==> src/rtl/ptp_cls_pkg.sv <==
package ptp_cls_pkg;

	// ==========================================================
	// Register map (printed offsets are indices; byte address = 4 * index)
	localparam logic [11:0] CFG_A_IDX    = 12'h514;
	localparam logic [11:0] CFG_B_IDX    = 12'h516;
	localparam logic [11:0] STATUS_IDX   = 12'h520;
	localparam int          ADDR_W       = 16;
	localparam logic [ADDR_W-1:0] CFG_A_ADDR  = ADDR_W'({CFG_A_IDX, 2'b00});
	localparam logic [ADDR_W-1:0] CFG_B_ADDR  = ADDR_W'({CFG_B_IDX, 2'b00});
	localparam logic [ADDR_W-1:0] STATUS_ADDR = ADDR_W'({STATUS_IDX, 2'b00});

	// ==========================================================
	// Config A fields
	localparam int          A_AS_BIT     = 7;
	localparam int          A_EN_BIT     = 6;
	localparam int          A_RAW_BIT    = 5;
	localparam int          A_V4_BIT     = 4;
	localparam int          A_V6_BIT     = 3;
	localparam int          A_P2P_BIT    = 2;
	localparam int          A_MST_BIT    = 1;
	localparam int          A_ONE_BIT    = 0;
	localparam logic [15:0] CFG_A_RESET  = 16'h0039;
	localparam logic [15:0] CFG_A_MASK   = 16'h00ff;

	// ==========================================================
	// Config B fields
	localparam int          B_UNI_BIT    = 12;
	localparam int          B_ALT_BIT    = 11;
	localparam int          B_PRIO_BIT   = 10;
	localparam int          B_FU_BIT     = 9;
	localparam logic [15:0] CFG_B_RESET  = 16'h1004;
	localparam logic [15:0] CFG_B_MASK   = 16'h1fff;

	// ==========================================================
	// Protocol constants
	localparam logic [15:0] UDP_EVENT_PORT   = 16'h013f;
	localparam logic [15:0] UDP_GENERAL_PORT = 16'h0140;
	localparam logic [3:0]  MSG_SYNC         = 4'h0;
	localparam logic [3:0]  MSG_DELAY_REQ    = 4'h1;
	localparam logic [3:0]  MSG_FOLLOW_UP    = 4'h8;
	localparam int          MSG_GENERAL_BIT  = 3;
	localparam int          SRC_ID_W         = 80;

	typedef enum logic [1:0] {ENC_OTHER, ENC_RAW, ENC_IPV4, ENC_IPV6} encap_t;

	typedef struct packed {
		encap_t                encap;
		logic [3:0]            msg_type;
		logic [15:0]           udp_port;
		logic                  reserved_addr;
		logic                  from_host;
		logic                  from_master;
		logic                  same_domain;
		logic [7:0]            domain;
		logic [15:0]           seq_id;
		logic [SRC_ID_W-1:0]   src_id;
	} frame_desc_t;

	typedef struct packed {
		logic recognised;
		logic to_host;
		logic to_nonhost;
		logic use_lookup;
		logic high_prio;
		logic hdr_mod;
		logic insert_ts;
		logic tail_ts;
		logic p2p;
		logic master;
		logic one_step;
	} frame_dec_t;

endpackage : ptp_cls_pkg

==> src/rtl/ptp_message_classifier_config.sv <==
// Added by the designer: the APB interface to the registers.
`timescale 1ns/1ps
module ptp_message_classifier_config
	import ptp_cls_pkg::*;
(
	input  wire logic              i_clk,
	input  wire logic              i_rst_n,
	input  wire logic              i_psel,
	input  wire logic              i_penable,
	input  wire logic              i_pwrite,
	input  wire logic [ADDR_W-1:0] i_paddr,
	input  wire logic [31:0]       i_pwdata,
	input  wire logic [3:0]        i_pstrb,
	output logic      [31:0]       o_prdata,
	output logic                   o_pready,
	output logic                   o_pslverr,
	input  wire logic              i_in_valid,
	output logic                   o_in_ready,
	input  wire frame_desc_t       i_in_desc,
	output logic                   o_out_valid,
	input  wire logic              i_out_ready,
	output frame_dec_t             o_out_dec,
	output logic                   o_ptp_clk_en,
	output logic                   o_tail_ts_en
);

	// ==========================================================
	// APB slave
	logic [15:0] cfg_a_q;
	logic [15:0] cfg_a_d;
	logic [15:0] cfg_b_q;
	logic [15:0] cfg_b_d;
	logic [31:0] prdata_q;
	logic [31:0] prdata_d;
	logic [15:0] status_w;
	logic [15:0] wmask_w;

	wire sel_a      = (i_paddr == CFG_A_ADDR);
	wire sel_b      = (i_paddr == CFG_B_ADDR);
	wire sel_st     = (i_paddr == STATUS_ADDR);
	wire mapped     = sel_a | sel_b | sel_st;
	wire setup_ph   = i_psel & ~i_penable;
	wire access_ph  = i_psel & i_penable;
	wire wr_fire    = access_ph & i_pwrite & mapped;
	wire wr_a       = wr_fire & sel_a;
	wire wr_b       = wr_fire & sel_b;

	assign o_pready  = 1'b1;
	assign o_pslverr = access_ph & ~mapped;
	assign o_prdata  = prdata_q;
	assign wmask_w   = {{8{i_pstrb[1]}}, {8{i_pstrb[0]}}};

	// Write takes effect at the access edge only, so classification sees it next cycle
	assign cfg_a_d = wr_a ? (((cfg_a_q & ~wmask_w) | (i_pwdata[15:0] & wmask_w)) & CFG_A_MASK)
	                      : cfg_a_q;
	assign cfg_b_d = wr_b ? (((cfg_b_q & ~wmask_w) | (i_pwdata[15:0] & wmask_w)) & CFG_B_MASK)
	                      : cfg_b_q;

	// Read data captured in the setup phase, stable through access
	assign prdata_d = ~(setup_ph & ~i_pwrite) ? prdata_q :
	                  sel_a  ? {16'h0000, cfg_a_q} :
	                  sel_b  ? {16'h0000, cfg_b_q} :
	                  sel_st ? {16'h0000, status_w} : 32'h0000_0000;

	always_ff @(posedge i_clk or negedge i_rst_n) begin
		if (!i_rst_n) begin
			cfg_a_q  <= CFG_A_RESET;
			cfg_b_q  <= CFG_B_RESET;
			prdata_q <= 32'h0000_0000;
		end else begin
			cfg_a_q  <= cfg_a_d;
			cfg_b_q  <= cfg_b_d;
			prdata_q <= prdata_d;
		end
	end

	// ==========================================================
	// Mode decode
	wire ptp_en    = cfg_a_q[A_EN_BIT];
	wire as_active = cfg_a_q[A_AS_BIT] & ptp_en;
	wire uni_en    = cfg_b_q[B_UNI_BIT];
	wire alt_en    = cfg_b_q[B_ALT_BIT];
	wire prio_all  = cfg_b_q[B_PRIO_BIT];
	wire fu_chk    = cfg_b_q[B_FU_BIT];

	assign o_ptp_clk_en = ptp_en;
	assign o_tail_ts_en = ptp_en;

	// ==========================================================
	// Classification
	logic                 sync_vld_q;
	logic [7:0]           sync_dom_q;
	logic [15:0]          sync_seq_q;
	logic [SRC_ID_W-1:0]  sync_src_q;
	frame_dec_t           dec_w;

	wire is_ip      = (i_in_desc.encap == ENC_IPV4) | (i_in_desc.encap == ENC_IPV6);
	wire encap_ok   = ((i_in_desc.encap == ENC_RAW)  & cfg_a_q[A_RAW_BIT])
	                | ((i_in_desc.encap == ENC_IPV4) & cfg_a_q[A_V4_BIT])
	                | ((i_in_desc.encap == ENC_IPV6) & cfg_a_q[A_V6_BIT]);
	wire port_ok    = (i_in_desc.udp_port == UDP_EVENT_PORT) |
	                  (i_in_desc.udp_port == UDP_GENERAL_PORT);
	wire uni_hit    = uni_en & is_ip & port_ok & ~i_in_desc.reserved_addr;
	wire recog      = ptp_en & encap_ok & (i_in_desc.reserved_addr | uni_hit);
	wire is_unicast = recog & ~i_in_desc.reserved_addr;
	wire is_event   = ~i_in_desc.msg_type[MSG_GENERAL_BIT];
	wire is_sync    = (i_in_desc.msg_type == MSG_SYNC);
	wire is_sd      = is_sync | (i_in_desc.msg_type == MSG_DELAY_REQ);
	wire is_fu      = (i_in_desc.msg_type == MSG_FOLLOW_UP);
	wire master_sd  = is_sd & i_in_desc.from_master & ~i_in_desc.from_host;
	wire fu_match   = sync_vld_q & (sync_dom_q == i_in_desc.domain) &
	                  (sync_seq_q == i_in_desc.seq_id) & (sync_src_q == i_in_desc.src_id);
	wire fu_block   = fu_chk & is_fu & ~fu_match;
	wire push       = i_in_valid & o_in_ready;

	logic host_w;
	logic nonhost_w;
	always_comb begin
		host_w    = 1'b0;
		nonhost_w = 1'b0;
		if (!recog || is_unicast) begin
			host_w    = 1'b0;
			nonhost_w = 1'b0;
		end else if (as_active) begin
			host_w    = 1'b1;
		end else if (master_sd && i_in_desc.same_domain) begin
			host_w    = 1'b0;
			nonhost_w = alt_en;
		end else if (master_sd) begin
			nonhost_w = 1'b1;
		end else begin
			host_w    = ~fu_block;
		end
	end

	always_comb begin
		dec_w            = '0;
		dec_w.recognised = recog;
		dec_w.to_host    = host_w;
		dec_w.to_nonhost = nonhost_w;
		dec_w.use_lookup = ~recog | is_unicast;
		dec_w.high_prio  = recog & (prio_all | is_event);
		dec_w.hdr_mod    = recog & ~as_active;
		dec_w.insert_ts  = recog & ~as_active & is_event;
		dec_w.tail_ts    = recog;
		dec_w.p2p        = cfg_a_q[A_P2P_BIT];
		dec_w.master     = cfg_a_q[A_MST_BIT];
		dec_w.one_step   = cfg_a_q[A_ONE_BIT];
	end

	// Last Sync identifiers for Follow_up pairing
	wire sync_cap = push & recog & is_sync;
	always_ff @(posedge i_clk or negedge i_rst_n) begin
		if (!i_rst_n) begin
			sync_vld_q <= 1'b0;
			sync_dom_q <= 8'h00;
			sync_seq_q <= 16'h0000;
			sync_src_q <= '0;
		end else if (sync_cap) begin
			sync_vld_q <= 1'b1;
			sync_dom_q <= i_in_desc.domain;
			sync_seq_q <= i_in_desc.seq_id;
			sync_src_q <= i_in_desc.src_id;
		end
	end

	// ==========================================================
	// Two-entry decision buffer
	localparam int DEPTH = 2;
	frame_dec_t  buf_q [DEPTH];
	logic        wp_q;
	logic        rp_q;
	logic [1:0]  cnt_q;
	logic [1:0]  cnt_d;

	wire full  = (cnt_q == 2'(DEPTH));
	wire empty = (cnt_q == 2'd0);
	wire pop   = o_out_valid & i_out_ready;

	assign o_in_ready  = ~full;
	assign o_out_valid = ~empty;
	assign o_out_dec   = buf_q[rp_q];
	assign cnt_d       = cnt_q + {1'b0, push} - {1'b0, pop};
	assign status_w    = {11'h000, cnt_q, sync_vld_q, as_active, ptp_en};

	always_ff @(posedge i_clk or negedge i_rst_n) begin
		if (!i_rst_n) begin
			wp_q  <= 1'b0;
			rp_q  <= 1'b0;
			cnt_q <= 2'd0;
		end else begin
			wp_q  <= wp_q ^ push;
			rp_q  <= rp_q ^ pop;
			cnt_q <= cnt_d;
		end
	end

	for (genvar g = 0; g < DEPTH; g++) begin : g_buf
		always_ff @(posedge i_clk or negedge i_rst_n) begin
			if (!i_rst_n) begin
				buf_q[g] <= '0;
			end else if (push && (wp_q == 1'(g))) begin
				buf_q[g] <= dec_w;
			end
		end
	end
endmodule : ptp_message_classifier_config

==> config.mk <==
export PLATFORM = sky130hd
export DESIGN_NAME = ptp_message_classifier_config
export DESIGN_NICKNAME = d
export VERILOG_FILES = /design/src/rtl/ptp_cls_pkg.sv /design/src/rtl/ptp_message_classifier_config.sv
export SDC_FILE = /design/constraint.sdc
export NUM_CORES = 1
export LEC_CHECK = 0
export ABC_AREA = 0
export BUFFER_PORTS_ARGS = -buffer_cell sky130_fd_sc_hd__buf_2
export CELL_PAD_IN_SITES_DETAIL_PLACEMENT = 2
export CELL_PAD_IN_SITES_GLOBAL_PLACEMENT = 2
export CORE_MARGIN = 5
export CORE_UTILIZATION = 37
export DETAILED_ROUTE_END_ITERATION = 8
export GPL_ROUTABILITY_DRIVEN = 0
export PLACE_DENSITY = 0.95
export SYNTH_ARGS = -nofsm -noshare
export SYNTH_HDL_FRONTEND = slang
export SYNTH_SLANG_ARGS = --single-unit
==> constraint.sdc <==
create_clock -name i_clk -period 3.12 [get_ports i_clk]
set_clock_uncertainty 0.1 [all_clocks]
set_input_delay 0.312 -clock i_clk [delete_from_list [all_inputs] [get_ports i_clk]]
set_output_delay 0.312 -clock i_clk [all_outputs]
set_load 0.02 [all_outputs]
==> metrics.cfg <==
[power_and_ir_drop]
power.density_mw_per_mm2=501
peakVddDrop_v=0.000376
power.leakage_uw=0.00513

[die]
die_h_um=161
num_rows=55
die_w_um=161
core_mm2=0.0225
initial_core_util=0.375
design.die.area_mm2=0.0259
ios=238

[clock_network]
cts_hold_buffers=1
clkSinkCount=163
clk_pin_slew_ns=0.07
cts_buffers=17
clkLatencyLatePin_ns=0.43
clock_path_buffers=2
cts_tree=built
cts-resized-gates=0
h-tree-depth=4
cts_setup_buffers=0
cts_root_buffer=clkbuf_16

[sta]
slew_violations=0
tns_ns=0
worst_slack_ns=0.548
finalHoldViolations=0
setup_violations=0
max_freq_mhz=389
grt_setup_unrepaired=false
final.period_utilization=0.824
maxSlewHeadroom=0.446
worstMarginPinSlew_ns=0.810
fin_crit_ns=2.57

[global_routing]
grt_pass1_wl_mm=41.4
grt_pass1_vias=7278
grt_antenna_before_repair=7
gr-total-overflow=0
grt_max_degree=64
grt_use_total=0.207

[final_layout]
fin_cells=1181
final_common_cell=buf_2
drive_gt1_frac=0.436
regArea_mm2=0.00409
final_nets=1070
final_cell_mix=195 x buf_2, 157 x dfrtp_1, 95 x mux2_2, 40 x mux2_4, 37 x nor2b_1
area_delta_synth_final_pct=21.9
multi_input_area_mm2=0.00393
fillers=2346

[yosys]
synth-seq-cells=163
synthDistinctLibCells=55
synth.avg_cell_area_um2=12.5
synth_edf_count=0
netlist_area_mm2=0.00843
synth_warnings=0
async_flop_share=1.00
postSynthCellCount=675
synth_top_area_share=0.466
yosys.area.top_type=dfrtp_1
seq_area_frac_synth=0.485
synth_ff_type=dfrtp_1
synthTopCellsByArea=dfrtp_1 47%, mux2_2 13%, mux2_4 7.1%, xnor2_1 3.4%, xor2_1 3.4%

[detailed_routing]
drtPass1Iterations=6
drt_wl_total_mm=26.9
routed_via_density=5.15
drt_iter0_markers=246
vias=6081
drc=0
ant_nets=0
wl_per_cell_um=22.8

[placed_design]
place_ws_ns=0.382
portBuffers=196
hpwl_mm=20.4
dp_cells=1142

[critical_path]
cp-start-kind=register
crit_path_end_kind=register
worstPathRequired_ns=3.31
path_class=register to register
worst_ep_arrival_time_ns=2.76
critPathMaxFanout=62

[worst_hold_path]
min-delay-path-class=primary input to register
min_from=i_pwdata[8]

[job]
maxCapViolCount=0

[outcome]
outcome=complete, no violations

-- report_power, final --
group | switching (µW) | total [µW] | internal [µW]
Sequential | 58.2 | 2200 | 2140
Clock | 928 | 2390 | 1460
Combinational | 319 | 555 | 237
-- logic make-up (layout without fill, tap and decap cells) --
logic type	count (synthesis)	count (layout)	synth area share
fa+ha+maj	4	4	0.00594
xor+xnor	66	66	0.0686
flops	163	163	0.485
simple gates	148	148	0.104
other cells	2	26	0.000891
mux	159	159	0.229
compound gates	58	58	0.0500
buf+inv	75	272	0.0570
-- worst paths after layout --
kind | cells past startpoint | slack [ns] | endpoint
worst max-delay path | 7 | 0.55 | sync_src_q[49]
worst min-delay path | 2 | 0.03 | register
worst max register to register | 7 | 0.55 | sync_src_q[49]
worst min register to register | 2 | 0.39 | o_prdata[6]
max in group asynchronous | 3 | 1.62 | async pin
min in group asynchronous | 2 | 0.32 | sync_src_q[34]
-- metrics by stage --
stage                      util  cell area (µm²)  hold slack (ns)  total power [µW]
after floorplan               -             8500          -0.0836              2520
final                     0.457            10300           0.0286              5150
after global placement    0.426             9580            0.247              2760
after CTS                 0.456            10300          0.00451              5210
after detailed placement  0.426             9580            0.254              2800
after global routing      0.457            10300           0.0133              5350
-- critical path, stage by stage (launching register included) --
cell     delay, ns
dfstp_2       0.54
mux2_2        0.19
nand2_1       0.06
o21ai_1       0.16
o211a_4       0.28
and4b_4       0.29
buf_12        0.35
mux2_2        0.41
-- cells in the mapped netlist (2+ instances only) --
cell and number:
and3_1 4, a2111oi_0 11, o221ai_1 2, ha_1 4
clkbuf_1 3, nor4b_2 2, and4_1 2, o2111ai_1 2
nor2_1 10, xnor2_1 33, mux2_1 14, nand4_1 15
and4b_1 2, and3b_1 2, nand2b_1 9, mux2_4 40
xor2_1 33, o22ai_1 9, mux2i_1 10, inv_1 34
nand3_1 3, buf_4 28, nand2_1 30, nor4_1 16
and2_1 4, o21ai_0 12, o2111a_1 3, o31ai_1 3
dfrtp_1 157, nor3_1 3, or2_2 2, a21oi_1 8
conb_1 2, nor2b_1 37, buf_1 3, dfstp_2 6
buf_12 5, mux2_2 95
-- routing by layer --
metal  GRT usage  routed length, µm
met1       0.233              10600
met2       0.387              14700
met3      0.0380                750
met4      0.0775                853
met5           0                 13
-- area by class of cell --
cell class | count | area share
diodes | 6 | 0.00146
clock buffers | 19 | 0.0431
clock inverters | 13 | 0.0216
inverters | 34 | 0.0124
multi-input cells | 455 | 0.383
flip-flops and latches | 163 | 0.398
well taps | 285 | 0.0347
repair buffers | 206 | 0.106
No activity file was read; power rests on OpenSTA's default activity.
